File: config.mk
export PLATFORM = sky130hd
export DESIGN_NAME = sar_adc_sequencer
export DESIGN_NICKNAME = d
export VERILOG_FILES = /design/src/design/sar_adc_pkg.sv /design/src/design/sar_adc_sequencer.sv
export VERILOG_INCLUDE_DIRS = /design/src /design/src/design
export SDC_FILE = /design/constraint.sdc
export NUM_CORES = 1
export LEC_CHECK = 0
export BUFFER_PORTS_ARGS = -buffer_cell sky130_fd_sc_hd__buf_2
export CAP_MARGIN = 20
export CORE_MARGIN = 2
export CORE_UTILIZATION = 40
export DETAILED_ROUTE_END_ITERATION = 8
export PLACE_DENSITY = 0.78
export SLEW_MARGIN = 20
export SYNTH_ARGS = -nofsm -noshare
export SYNTH_HDL_FRONTEND = slang
export SYNTH_SLANG_ARGS = --single-unit
File: constraint.sdc
create_clock -name pclk -period 4.5 [get_ports pclk]
set_clock_uncertainty 0.15 [all_clocks]
set_input_delay 0.675 -clock pclk [delete_from_list [all_inputs] [get_ports pclk]]
set_output_delay 0.675 -clock pclk [all_outputs]
set_load 0.02 [all_outputs]
File: src/design/sar_adc_defines.svh
// register offsets, field positions, reset values and timing counts of the converter sequencer
// assumes inclusion by the design module only
`ifndef SAR_ADC_DEFINES_SVH
`define SAR_ADC_DEFINES_SVH
// printed offsets are indexes; byte address is four times the index
`define RESULT_IDX 4'ha
`define CTRL_IDX 4'hb
`define RESULT_ADDR 12'h028
`define CTRL_ADDR 12'h02c
`define DONE_BIT 7
`define ON_BIT 5
`define CH_LSB 0
`define CH_MSB 3
`define RESULT_RESET 8'h00
`define CTRL_RESET 8'h00
`define CLK_DIV 4
`define CONV_PERIODS 12
`define LOAD_PERIODS 4
`define SAR_STEPS 8
`define CH_COUNT 12
`define STABLE_PERIODS 16
`endif

File: src/design/sar_adc_pkg.sv
// types shared by the converter sequencer and its bench
// assumes the defines header sits beside it
package sar_adc_pkg;
  typedef enum logic [1:0] {
    PH_OFF,
    PH_STABLE,
    PH_LOAD,
    PH_APPROX
  } phase_t;
  typedef logic [7:0] sample_t;
  typedef logic [3:0] chan_t;
endpackage

File: src/design/sar_adc_sequencer.sv
// apb slave and phase sequencer of an 8-bit successive-approximation converter
// assumes an analog comparator outside, answering compare_high for the trial code within one enable period
`timescale 1ns/10ps
`include "sar_adc_defines.svh"

module sar_adc_sequencer #(
  parameter int unsigned CHANNELS = `CH_COUNT,
  parameter bit HAS_UPPER_GROUP = 1'b1,
  parameter int unsigned STABLE_PERIODS = `STABLE_PERIODS
) (
  input wire logic pclk,
  input wire logic presetn,
  input wire logic psel,
  input wire logic penable,
  input wire logic pwrite,
  input wire logic [11:0] paddr,
  input wire logic [31:0] pwdata,
  input wire logic [3:0] pstrb,
  output logic [31:0] prdata,
  output logic pready,
  output logic pslverr,
  input wire logic wait_mode,
  input wire logic halt_mode,
  input wire logic compare_high,
  input wire logic [CHANNELS-1:0] pin_level,
  output logic [CHANNELS-1:0] pin_digital,
  output logic [CHANNELS-1:0] channel_enable,
  output logic converter_powered,
  output logic sample_connect,
  output sar_adc_pkg::sample_t trial_code,
  output logic adc_clk_en,
  output logic irq
);
  import sar_adc_pkg::*;

  ////////////////////////////////////////////////////////////////////////////
  // apb decode

  logic conversion_done_flag_q;
  logic converter_on_q;
  chan_t channel_select_q;
  sample_t conversion_result_q;
  phase_t phase_q, phase_d;
  logic [1:0] div_q;
  logic [3:0] period_q;
  logic [7:0] stable_q;
  sample_t sar_q;
  logic [31:0] prdata_q;

  wire access = psel && penable;
  wire hit_result = (paddr == `RESULT_ADDR);
  wire hit_ctrl = (paddr == `CTRL_ADDR);
  wire ctrl_write = access && pwrite && hit_ctrl && pstrb[0];
  wire result_read = access && !pwrite && hit_result;
  // only the low byte lane carries register bits
  wire [7:0] wdata = pwdata[7:0];
  wire wr_on = wdata[`ON_BIT];
  // small packages tie the msb low so the upper group never wakes
  wire [3:0] wr_chan = HAS_UPPER_GROUP ? wdata[`CH_MSB:`CH_LSB] : {1'b0, wdata[`CH_MSB-1:`CH_LSB]};
  wire [7:0] ctrl_view = {conversion_done_flag_q, 1'b0, converter_on_q, 1'b0, channel_select_q};

  assign pready = 1'b1;
  assign pslverr = access && !(hit_result || hit_ctrl || (pwrite && hit_result && 1'b0));
  assign prdata = prdata_q;
  assign irq = 1'b0;

  ////////////////////////////////////////////////////////////////////////////
  // converter clock enable and phase sequencer

  // sequencer runs only while on and not halted; wait mode is ignored on purpose
  wire run = converter_on_q && !halt_mode;
  wire tick = (div_q == 2'(`CLK_DIV - 1));
  wire restart = ctrl_write && wr_on;
  wire last_period = (period_q == 4'(`CONV_PERIODS - 1));
  wire conv_end = run && tick && (phase_q == PH_APPROX) && last_period && !restart;
  wire [2:0] step = 3'(period_q - 4'(`LOAD_PERIODS));
  wire sample_t bit_mask = 8'h80 >> step;
  wire sample_t sar_next = compare_high ? sar_q : (sar_q & ~bit_mask);

  always_comb begin
    phase_d = phase_q;
    case (phase_q)
      PH_OFF: if (run) phase_d = PH_STABLE;
      PH_STABLE: if (tick && stable_q == 8'(STABLE_PERIODS - 1)) phase_d = PH_LOAD;
      PH_LOAD: if (tick && period_q == 4'(`LOAD_PERIODS - 1)) phase_d = PH_APPROX;
      PH_APPROX: if (tick && last_period) phase_d = PH_LOAD;
      default: phase_d = PH_OFF;
    endcase
    if (!run) phase_d = PH_OFF;
    else if (restart && phase_q != PH_OFF && phase_q != PH_STABLE) phase_d = PH_LOAD;
  end

  always_ff @(posedge pclk or negedge presetn) begin
    if (!presetn) begin
      phase_q <= PH_OFF;
      div_q <= 2'h0;
      period_q <= 4'h0;
      stable_q <= 8'h00;
      sar_q <= 8'h00;
    end else begin
      phase_q <= phase_d;
      // divider parked while off so no stray tick lands on the power-up cycle
      div_q <= (phase_d == PH_OFF || phase_d != phase_q || restart) ? 2'h0 : div_q + 2'h1;
      if (phase_d == PH_STABLE && tick) stable_q <= stable_q + 8'h01;
      else if (phase_d != PH_STABLE) stable_q <= 8'h00;
      if (phase_d == PH_OFF || phase_d == PH_STABLE || restart) period_q <= 4'h0;
      else if (tick) period_q <= last_period ? 4'h0 : period_q + 4'h1;
      if (phase_d == PH_LOAD) sar_q <= 8'h80;
      else if (phase_q == PH_APPROX && tick) sar_q <= last_period ? 8'h80 : (sar_next | (bit_mask >> 1));
    end
  end

  ////////////////////////////////////////////////////////////////////////////
  // registers

  always_ff @(posedge pclk or negedge presetn) begin
    if (!presetn) begin
      converter_on_q <= 1'b0;
      channel_select_q <= 4'h0;
    end else if (ctrl_write) begin
      converter_on_q <= wr_on;
      channel_select_q <= wr_chan;
    end
  end

  always_ff @(posedge pclk or negedge presetn) begin
    if (!presetn) begin
      conversion_done_flag_q <= 1'b0;
      conversion_result_q <= `RESULT_RESET;
    end else begin
      if (conv_end) begin
        conversion_done_flag_q <= 1'b1;
        conversion_result_q <= sar_next;
      end else if (ctrl_write || result_read) begin
        conversion_done_flag_q <= 1'b0;
      end
    end
  end

  always_ff @(posedge pclk or negedge presetn) begin
    if (!presetn) prdata_q <= 32'h0000_0000;
    else if (psel && !penable && !pwrite) prdata_q <= {24'h000000, (paddr == `RESULT_ADDR) ? conversion_result_q :
                                                          (paddr == `CTRL_ADDR) ? ctrl_view : 8'h00};
  end

  ////////////////////////////////////////////////////////////////////////////
  // analog front end controls

  assign converter_powered = (phase_q != PH_OFF);
  assign sample_connect = (phase_q == PH_LOAD);
  assign trial_code = sar_q;
  assign adc_clk_en = run && tick && (phase_q != PH_OFF);
  assign pin_digital = pin_level;

  genvar g;
  generate
    for (g = 0; g < CHANNELS; g++) begin : g_ch
      assign channel_enable[g] = converter_powered && (channel_select_q == 4'(g));
    end
  endgenerate

  wire unused_ok = wait_mode ^ (^pwdata[31:8]) ^ (^pstrb[3:1]);
endmodule

== Word-level counts from Yosys, hierarchy flattened ==
Cells that the tools add are included.
W data, S select, Z words.

* Flip-flop bits (word level): 46
* Output and inout port bits: 70
* Bits of input ports: 68
* Logic and storage cells: 117

* Reductions and logical operators: 54
* Add/sub/neg operators: 4
* Shift operators: 1
* Muxes and demuxes: 20
* Bitwise operators: 3
* Eq/ne operators: 25

{| class="wikitable"
|+ Operators by type and width
! operator !! number
|-
| $mux W8 || 8
|-
| $logic_and A1 B1 Y1 || 35
|-
| $eq A12 B6 Y1 const B || 2
|-
| $eq A4 B4 Y1 const B || 5
|-
| $eq A4 B3 Y1 const B || 4
|-
| $eq A4 B2 Y1 const B || 3
|-
| $mux W2 || 6
|-
| $mux W4 || 3
|-
| $reduce_bool A2 Y1 || 5
|-
| $add A8 B1 Y8 const B || 1
|-
| $and A8 B8 Y8 || 1
|-
| $eq A2 B2 Y1 const B || 4
|-
| $eq A8 B4 Y1 const B || 1
|-
| $not A8 Y8 || 1
|-
| $or A8 B7 Y8 || 1
|-
| $pmux W2 S4 || 1
|-
| $shr A8 B3 Y8 const A || 1
|-
| $logic_or A1 B1 Y1 || 6
|-
| $logic_not A1 Y1 || 5
|-
| $add A4 B1 Y4 const B || 1
|-
| $eq A2 B1 Y1 const B || 2
|-
| $eq A4 B1 Y1 const B || 1
|-
| $logic_not A2 Y1 || 2
|-
| $logic_not A4 Y1 || 1
|-
| other kinds (5) || 7
|}

== Logic depth before layout (Yosys ltp) ==
Gate-level depths: netlist of run 1.

* Depth in word-level cells: 13
* Gate-level depth with buffers: 6
* Mapped depth without buffers: 6

== Least setup slack after synthesis of run 1 ==
Ideal clock, no wire load.

* Path kind: input to output
* From: input paddr[9]
* To: output pslverr
* Path slack: 2252 ps
* Stages on the path: 3
* Path buffers: 0
* Data arrival time: 1423 ps
* Required time: 3675 ps
* Path through: nor3_1 -> nand3_4 -> and3_1

* Cells in the longest elaborated chain, start to end: 4
* Elaborated cells on any way between the ends: 5
* Those cells by class: 2 x eq/ne; 3 x reduce/logical

{| class="wikitable"
|+ Ends and longest elaborated chain
! what !! line !! text
|-
| from (decl) || sar_adc_sequencer.sv:16 || <nowiki>input wire logic [11:0] paddr,</nowiki>
|-
| $eq A12 B6 Y1 (no source line) || - ||
|-
| $logic_or A1 B1 Y1 (*) || sar_adc_sequencer.sv:63 || <nowiki>assign pslverr = access && !(hit_result || hit_ctrl || (pwrite && hit_result && 1'b0));</nowiki>
|-
| $logic_not A1 Y1 (*) || sar_adc_sequencer.sv:63 ||
|-
| $logic_and A1 B1 Y1 (*) || sar_adc_sequencer.sv:63 ||
|-
| to (decl) || sar_adc_sequencer.sv:21 || <nowiki>output logic pslverr,</nowiki>
|}

Mark *: on every way between the ends. The rest lies on a longest branch, timed or not.

== Worst setup path in the final report of run 1 ==
Ends and elaborated chain as after synthesis.

==> impl_metrics.env, run 1 <==
export IMPL_status="finished clean"
export IMPL_highest_layer="met4"
export IMPL_tightestPinTransition_ns=0.683
export IMPL_ys_seq_elements=46
export IMPL_crit_type="in2out"
export IMPL_die_width_um=88.3
export IMPL_post_drt_wl_per_cell_um=13.9
export IMPL_post_cts_repair_setup_buffers=0
export IMPL_routed_wl_met2_um=2930
export IMPL_fp_coreArea_mm2=0.00683
export IMPL_final_util=0.454
export IMPL_maxCapViolCount=0
export IMPL_final_hold_viol_count=0
export IMPL_cts_path_max_buffers=2
export IMPL_n_antenna_cell=0
export IMPL_layout_drive_gt1_share=0.240
export IMPL_dp_hpwl_um=4550
export IMPL_synth_main_ff_cell="dfrtp_1"
export IMPL_antenna_found_initial=0
export IMPL_io_pins=138
export IMPL_netlist_area_mm2=0.00284
export IMPL_synth_area_per_cell_um2=9.66
export IMPL_critPathLaunchType="primary input"
export IMPL_final_common_cell="buf_2"
export IMPL_setup_viol=0
export IMPL_slew_headroom=0.537
export IMPL_fin_crit_sh=0.559
export IMPL_fin_nets=409
export IMPL_ant_nets=0
export IMPL_num_vias=2159
export IMPL_fmax_mhz=397
export IMPL_critPathMaxFanout=8
export IMPL_wl_met3_um=501
export IMPL_crit_start="paddr[9]"
export IMPL_whs_ns=0.224
export IMPL_routed_wirelength_um=5940
export IMPL_cts_resized=0
export IMPL_cp_required_ns=3.67
export IMPL_clk_pin_slew_ns=0.08
export IMPL_period_needed_ns=2.52
export IMPL_r2r_cells=5
export IMPL_cts_hold_buffers_added=0
export IMPL_gp_congestion=0.851
export IMPL_htreeDepth=2
export IMPL_layout_common_cells="55 x buf_2, 46 x dfrtp_1, 32 x nor2_1"
export IMPL_synth_distinct_cells=47
export IMPL_wl_met1_um=2450
export IMPL_area_growth_pct=9.16
export IMPL_rows=30
export IMPL_vdd_drop_max_v=0.000128
export IMPL_grt_max_degree=47
export IMPL_async_reset_ff_frac=1.00
export IMPL_rr_endpoint="conversion_result_q[4]"
export IMPL_worst_r2r_setup_slack_ns=2.09
export IMPL_worst_setup_path_end_kind="primary output"
export IMPL_port_buffers=56
export IMPL_track_usage=0.155
export IMPL_die_y_um=88.3
export IMPL_clkLatencyLatePin_ns=0.29
export IMPL_routed_via_density=5.03
export IMPL_clockRootBuffer="clkbuf_8"
export IMPL_cts_buffers=5
export IMPL_dr_pass1_iters=4
export IMPL_drc=0
export IMPL_grt_pass1_wl_um=9390
export IMPL_drt_iter0_markers=92
export IMPL_yosysWarningCount=0
export IMPL_die_area_mm2=0.00779
export IMPL_synth_edff_count=0
export IMPL_grt_pass1_vias=2070
export IMPL_p_leak_nw=1.50
export IMPL_cts_num_sinks=46
export IMPL_yosysSeqAreaShare=0.405
export IMPL_worst_ep_arrival_time_ns=1.69
export IMPL_rsz0062_at_grt="no"
export IMPL_r2r_start="div_q[0]"
export IMPL_tritoncts="built"
export IMPL_overflow=0
export IMPL_min_path_type="in2async"
export IMPL_finalSetupTns_ns=0
export IMPL_power_density_mw_per_mm2=250
export IMPL_report_final_slew_viol_count=0
export IMPL_syn_inst=294
export IMPL_start_util=0.416
==> cells by family (layout without fill, tap and decap cells) <==
| group | Yosys count | after routing | synth area share |
|---|---|---|---|
| fa+ha+maj | 8 | 8 | 0.0352 |
| buf+inv | 58 | 73 | 0.135 |
| simple gates | 103 | 103 | 0.194 |
| mux | 22 | 22 | 0.0934 |
| xor+xnor | 7 | 7 | 0.0216 |
| compound gates | 48 | 48 | 0.113 |
| other cells | 2 | 26 | 0.00264 |
| flops | 46 | 46 | 0.405 |
==> registers in the layout, summed over array words and instances, names as in the netlist, 2 cells and up <==
register,count
phase_q,2
stable_q,8
div_q,2
prdata,8
conversion_result_q,8
trial_code,8
period_q,4
channel_select_q,4
==> power breakdown <==
part / total (W) / internal (W) / switching (W)
registers: 0.000413 / 0.000413 / 0.0000000610
clock network: 0.000309 / 0.000178 / 0.000132
logic: 0.0000515 / 0.0000127 / 0.0000388
==> critical path: stages <==
cell     delay [ns]
buf_2          0.09
nor3_1         0.37
nand3_4        0.17
and3_1         0.22
buf_2          0.16
==> final cells by class <==
type	count	area, µm²
Fill cell	672	3730
Tap cell	96	120
Multi-Input combinational cell	214	1400
Clock inverter	1	30.0
Inverter	10	37.5
Timing Repair Buffer	56	283
Clock buffer	6	82.6
Sequential cell	46	1150
==> worst max-delay path by stage <==
stage,to,slack (ns)
floorplan,pslverr,2.25
detailed placement,pslverr,1.97
finish,pslverr,1.98
CTS,pslverr,1.97
global placement,pslverr,1.98
global route,channel_enable[0],1.85
==> synth_stat cells (all sizes together), types with 3 or more instances <==
library cell | count | area share
a21boi | 3 | 0.0079
a21oi | 8 | 0.014
a22o | 4 | 0.012
a22oi | 6 | 0.016
and3 | 5 | 0.011
buf | 44 | 0.12
clkbuf | 4 | 0.0053
dfrtp | 46 | 0.41
ha | 8 | 0.035
inv | 10 | 0.013
mux2 | 9 | 0.048
mux2i | 13 | 0.046
nand2 | 21 | 0.028
nand2b | 5 | 0.011
nand3 | 6 | 0.015
nand3b | 5 | 0.013
nand4 | 3 | 0.0066
nor2 | 32 | 0.042
nor2b | 6 | 0.013
nor3 | 6 | 0.011
o21ai | 17 | 0.030
xnor2 | 4 | 0.012
xor2 | 3 | 0.0093
==> stage by stage <==
step | instance area (µm²) | worst slack, ns | total power [W] | std cells
floorplan | 2930 | 2.25 | 0.000483 | 318
global placement | 2990 | 1.98 | 0.000472 | 422
detailed placement | 2990 | 1.97 | 0.000473 | 422
CTS | 3100 | 1.97 | 0.000780 | 429
global route | 3100 | 1.85 | 0.000806 | 429
finish | 3100 | 1.98 | 0.000774 | 429
==> routing by layer <==
layer,global-route usage,vias to the layer above
li1,-,1019
met2,0.271,104
met4,0.0565,0
met1,0.184,1028
met5,0,-
met3,0.0382,8
No activity file was read; power rests on OpenSTA's default activity.
==> inputs of run 2 (changes only) <==
--- a/config.mk
+++ b/config.mk
@@ -11,7 +11,7 @@
 export CORE_MARGIN = 2
 export CORE_UTILIZATION = 40
 export DETAILED_ROUTE_END_ITERATION = 8
-export PLACE_DENSITY = 0.78
+export PLACE_DENSITY = 0.81
 export SLEW_MARGIN = 20
 export SYNTH_ARGS = -nofsm -noshare
 export SYNTH_HDL_FRONTEND = slang
==> constraint.sdc (replaced) <==
create_clock -name pclk -period 2.2 [get_ports pclk]
set_clock_uncertainty 0.15 [all_clocks]
set_input_delay 0.33 -clock pclk [delete_from_list [all_inputs] [get_ports pclk]]
set_output_delay 0.33 -clock pclk [all_outputs]
set_load 0.02 [all_outputs]
==> run 2 against run 1 <==
Sequential share of layout area down 0.89 points. Register-to-register slack got worse by 1.9 ns. First-iteration DRC count decreased by 40%. Total power up 110%. Via count increased by 0.32%. Combinational power grew 110%. Core utilization grew 1.1 points. Hold slack worse by 0.11 ns.
==> impl_metrics.env, run 2 (synthesized netlist as in run 1, its figures left out) <==
export IMPL_crit_buf_inv=1
export IMPL_cp_slowest_cell="dfrtp_1"
export IMPL_report_final_slew_viol_count=0
export IMPL_fin_nets=419
export IMPL_critical_path_top_delay_family="simple AND/OR/NAND/NOR gates"
export IMPL_num_vias=2166
export IMPL_routed_wirelength_um=5840
export IMPL_fmax_mhz=471
export IMPL_grt_pass1_vias=1974
export IMPL_tritoncts="built"
export IMPL_drc=0
export IMPL_start_util=0.416
export IMPL_rows=30
export IMPL_fin_crit_sh=0.965
export IMPL_worst_setup_path_end_kind="primary output"
export IMPL_setup_viol=0
export IMPL_io_pins=138
export IMPL_critPathLaunchType="flip-flop"
export IMPL_status="finished clean"
export IMPL_clockRootBuffer="clkbuf_8"
export IMPL_power_density_mw_per_mm2=501
export IMPL_layout_common_cells="56 x buf_2, 46 x dfrtp_1, 32 x nor2_1"
export IMPL_clkLatencyLatePin_ns=0.30
export IMPL_post_cts_repair_setup_buffers=0
export IMPL_rsz0062_at_grt="no"
export IMPL_grt_pass1_wl_um=9060
export IMPL_grt_max_degree=47
export IMPL_worstPathCellList="nor2_1, or3_1, nor3_1, buf_2"
export IMPL_die_y_um=88.3
export IMPL_p_leak_nw=1.54
export IMPL_track_usage=0.150
export IMPL_ant_nets=0
export IMPL_finalSetupTns_ns=0
export IMPL_whs_ns=0.116
export IMPL_dr_pass1_iters=4
export IMPL_n_antenna_cell=0
export IMPL_cp_required_ns=1.72
export IMPL_post_drt_wl_per_cell_um=13.3
export IMPL_tightestPinTransition_ns=0.583
export IMPL_die_area_mm2=0.00779
export IMPL_cts_path_max_buffers=2
export IMPL_gp_congestion=0.857
export IMPL_area_growth_pct=11.9
export IMPL_layout_drive_gt1_share=0.262
export IMPL_drt_iter0_markers=55
export IMPL_maxCapViolCount=0
export IMPL_crit_type="reg2out"
export IMPL_min_path_type="in2reg"
export IMPL_final_common_cell="buf_2"
export IMPL_slew_headroom=0.611
export IMPL_htreeDepth=2
export IMPL_critPathMaxFanout=10
export IMPL_cts_num_sinks=46
export IMPL_vdd_drop_max_v=0.000228
export IMPL_final_hold_viol_count=0
export IMPL_stdcell_count=440
export IMPL_layout_setup_ws_ns=0.0767
export IMPL_dp_slack_ns=0.168
export IMPL_die_width_um=88.3
export IMPL_worst_ep_arrival_time_ns=1.64
export IMPL_clk_pin_slew_ns=0.09
export IMPL_overflow=0
export IMPL_crit_path_max_incr_delay_ns=0.51
export IMPL_period_needed_ns=2.12
export IMPL_cts_buffers=5
export IMPL_place_inst=431
export IMPL_port_buffers=56
export IMPL_routed_via_density=4.92
export IMPL_dp_hpwl_um=4520
export IMPL_antenna_found_initial=0
export IMPL_fp_coreArea_mm2=0.00683
run 2: cell types whose count changed in the layout (fill, tap and decap cells not counted), sizes merged:
cell and change:
buf +9, clkinvlp +2, clkbuf -1, dlygate4sd3 +1
run 2: worst register-to-register path, stage by stage, from the launching register on:
cell     delay [ns]
dfrtp_1        0.48
ha_1           0.30
and3b_1        0.23
nand3_1        0.08
o21ba_1        0.22
buf_4          0.17
mux2_4         0.31
run 2: per-stage QoR:
stage / area (µm²) / utilization / total power, W
finish: 3180 / 0.465 / 0.00159
global route: 3180 / 0.465 / 0.00165
CTS: 3180 / 0.465 / 0.00161
detailed placement: 3050 / 0.447 / 0.000971
global placement: 3050 / 0.447 / 0.000969
floorplan: 2930 / - / 0.000989
run 2: repair_timing:
item,4_1_cts,5_1_grt
endpoints found under the hold margin,46,0
hold buffers,1,0
gates resized for setup,0,0
run 2: power by group:
group	leakage (nW)	internal, W	switching (W)
logic	0.893	0.0000288	0.0000811
clock network	0.0504	0.000338	0.000299
registers	0.601	0.000845	0.000000126
total	1.54	0.00121	0.000380
run 2: worst paths after layout:
path / startpoint / end / slack (ns) / cells past startpoint
max: phase_q[1] / channel_enable[0] / 0.08 / 4
min: pwdata[3] / channel_select_q[3] / 0.12 / 2
max reg2reg: period_q[0] / conversion_result_q[7] / 0.16 / 6
min reg2reg: div_q[0] / div_q[0] / 0.30 / 1
max in group asynchronous: presetn / trial_code[6] / 1.00 / 3
min in group asynchronous: presetn / channel_select_q[2] / 0.50 / 3
run 2: area by class of cell:
class	count	area, µm²
Fill cell	660	3650
Multi-Input combinational cell	214	1400
Sequential cell	46	1150
Timing Repair Buffer	66	358
Tap cell	96	120
Clock buffer	5	68.8
Clock inverter	3	45.0
Inverter	10	37.5
run 2: per-layer routing:
metal / global-route usage / share of wire / up-vias
li1: - / - / 1043
met1: 0.186 / 0.44 / 1043
met2: 0.258 / 0.49 / 75
met3: 0.0336 / 0.063 / 5
met4: 0.0523 / 0.0077 / 0
met5: 0 / 0 / -
==> inputs of run 3 (changes only) <==
--- a/config.mk
+++ b/config.mk
@@ -7,10 +7,10 @@
 export NUM_CORES = 1
 export LEC_CHECK = 0
 export BUFFER_PORTS_ARGS = -buffer_cell sky130_fd_sc_hd__buf_2
-export CAP_MARGIN = 20
 export CORE_MARGIN = 2
 export CORE_UTILIZATION = 40
 export DETAILED_ROUTE_END_ITERATION = 8
+export GPL_TIMING_DRIVEN = 0
 export PLACE_DENSITY = 0.81
 export SLEW_MARGIN = 20
 export SYNTH_ARGS = -nofsm -noshare
==> run 3 against run 2 <==
Global-route usage is 0.45 points higher. Clock power is essentially flat. Core utilization grew 5.0 points. Sequential share of layout area is 3.5 points lower. Combinational power rose by 69%. Wire length increased by 1.3%. Count of clock-buffer cells in the layout stayed put. Register-to-register slack hardly changed. Sequential cell count unchanged. Setup slack improved by 0.031 ns. Die area unchanged. Critical endpoint unchanged.
==> impl_metrics.env, run 3 (synthesized netlist as in run 1, its figures left out) <==
export IMPL_post_drt_wl_per_cell_um=12.1
export IMPL_layout_common_cells="66 x buf_2, 45 x dfrtp_1, 41 x buf_4"
export IMPL_area_growth_pct=24.0
export IMPL_worstPathCellList="clkbuf_4, nor2_1, or3_1, nor3_1, buf_4"
export IMPL_maxCapViolCount=0
export IMPL_status="finished clean"
export IMPL_ant_nets=0
export IMPL_num_vias=2293
export IMPL_critical_path_top_delay_family="simple AND/OR/NAND/NOR gates"
export IMPL_vdd_drop_max_v=0.000255
export IMPL_antenna_found_initial=0
export IMPL_clk_pin_slew_ns=0.09
export IMPL_placed_area_mm2=0.00339
export IMPL_clockRootBuffer="clkbuf_8"
export IMPL_drc=0
export IMPL_worst_setup_path_end_kind="primary output"
export IMPL_dp_hpwl_um=4620
export IMPL_routed_via_density=4.68
export IMPL_swShare=0.244
export IMPL_cp_required_ns=1.72
export IMPL_track_usage=0.155
export IMPL_die_y_um=88.3
export IMPL_slew_headroom=0.572
export IMPL_p_seq_frac=0.506
export IMPL_cts_buffers=5
export IMPL_whs_ns=0.107
export IMPL_tightestPinTransition_ns=0.632
export IMPL_pwr_share_comb=0.111
export IMPL_fin_area_mm2=0.00352
export IMPL_routed_wirelength_um=5910
export IMPL_report_final_slew_viol_count=0
export IMPL_critPathLaunchType="flip-flop"
export IMPL_power_density_mw_per_mm2=474
export IMPL_die_width_um=88.3
export IMPL_drt_iter0_markers=138
export IMPL_die_area_mm2=0.00779
export IMPL_regArea_mm2=0.00115
export IMPL_crit_path_max_incr_delay_ns=0.37
export IMPL_layout_drive_gt1_share=0.348
export IMPL_stdcell_count=490
export IMPL_fmax_mhz=478
export IMPL_final_hold_viol_count=0
export IMPL_port_buffers=67
export IMPL_worst_ep_arrival_time_ns=1.61
export IMPL_fin_crit_sh=0.951
export IMPL_n_antenna_cell=0
export IMPL_place_inst=481
export IMPL_p_leak_nw=1.78
export IMPL_clkPwrFrac=0.382
export IMPL_grt_pass1_vias=2116
export IMPL_tritoncts="built"
export IMPL_period_needed_ns=2.09
export IMPL_cts_num_sinks=46
export IMPL_nFillCells=629
export IMPL_p_int_w=0.00126
export IMPL_fin_nets=469
export IMPL_clkLatencyLatePin_ns=0.30
export IMPL_min_path_type="in2reg"
export IMPL_dr_pass1_iters=4
export IMPL_grt_max_degree=47
export IMPL_io_pins=138
export IMPL_start_util=0.416
export IMPL_grt_pass1_wl_um=9380
export IMPL_setup_viol=0
export IMPL_cp_slowest_cell="or3_1"
export IMPL_overflow=0
export IMPL_crit_type="reg2out"
export IMPL_rows=30
export IMPL_htreeDepth=2
export IMPL_final_common_cell="buf_2"
export IMPL_finalSetupTns_ns=0
export IMPL_rsz0062_at_grt="no"
export IMPL_crit_buf_inv=2
export IMPL_multi_input_area_mm2=0.00140
export IMPL_fp_coreArea_mm2=0.00683
export IMPL_gp_congestion=0.856
export IMPL_cts_path_max_buffers=2
export IMPL_p_switching_w=0.000407
export IMPL_critPathMaxFanout=10
run 3: cell types whose count changed in the layout (fill, tap and decap cells not counted):
cell / previous run / this run
dfrtp_1: 46 / 45
clkbuf_1: 0 / 4
buf_4: 9 / 41
buf_2: 56 / 66
dfrtp_2: 0 / 1
clkbuf_4: 0 / 2
buf_6: 0 / 2
run 3: final cells by class:
class / count / area share
multi-input combinational: 214 / 0.397
sequential: 46 / 0.327
timing repair buffer: 68 / 0.0995
buffer: 48 / 0.0995
tap: 96 / 0.0341
clock buffer: 5 / 0.0195
clock inverter: 3 / 0.0128
inverter: 10 / 0.0107
run 3: power groups by stage:
| stage | Clock, W | Sequential (W) | Combinational (W) |
|---|---|---|---|
| final | 0.000638 | 0.000845 | 0.000186 |
| after global routing | 0.000681 | 0.000845 | 0.000202 |
| after CTS | 0.000652 | 0.000845 | 0.000184 |
| after global placement | 0 | 0.000862 | 0.000182 |
| after floorplan | 0 | 0.000862 | 0.000127 |
| after detailed placement | 0 | 0.000862 | 0.000184 |
run 3: path summary, 6_finish.rpt:
path | startpoint | endpoint | slack [ns] | cells past startpoint
max reg2reg | div_q[0] | trial_code[7] | 0.15 | 6
min | pwdata[1] | channel_select_q[1] | 0.11 | 2
min in group asynchronous | presetn | channel_select_q[2] | 0.42 | 2
max | phase_q[1] | channel_enable[0] | 0.11 | 5
min reg2reg | div_q[0] | div_q[0] | 0.32 | 1
max in group asynchronous | presetn | phase_q[0] | 1.07 | 2
run 3: layer usage:
metal / global-route usage / wire length [µm] / vias to the layer above
li1: - / - / 1142
met1: 0.193 / 2620 / 1047
met2: 0.265 / 2810 / 97
met3: 0.0373 / 390 / 7
met4: 0.0482 / 89 / 0
met5: 0 / 0 / -
run 3: timing repair:
| item | CTS | global route |
|---|---|---|
| endpoints found under the setup margin | 0 | 2 |
| hold buffers | 0 | 1 |
| buffers inserted | 0 | 0 |
| endpoints found under the hold margin | 0 | 46 |
| resized for setup | 0 | 4 |
run 3: per-stage QoR:
step,worst slack [ns],util,power [W]
final,0.108,0.515,0.00167
after detailed placement,0.154,0.496,0.00105
after global placement,0.181,0.496,0.00104
after floorplan,0.272,-,0.000989
after global routing,0.00867,0.515,0.00173
after CTS,0.0791,0.512,0.00168
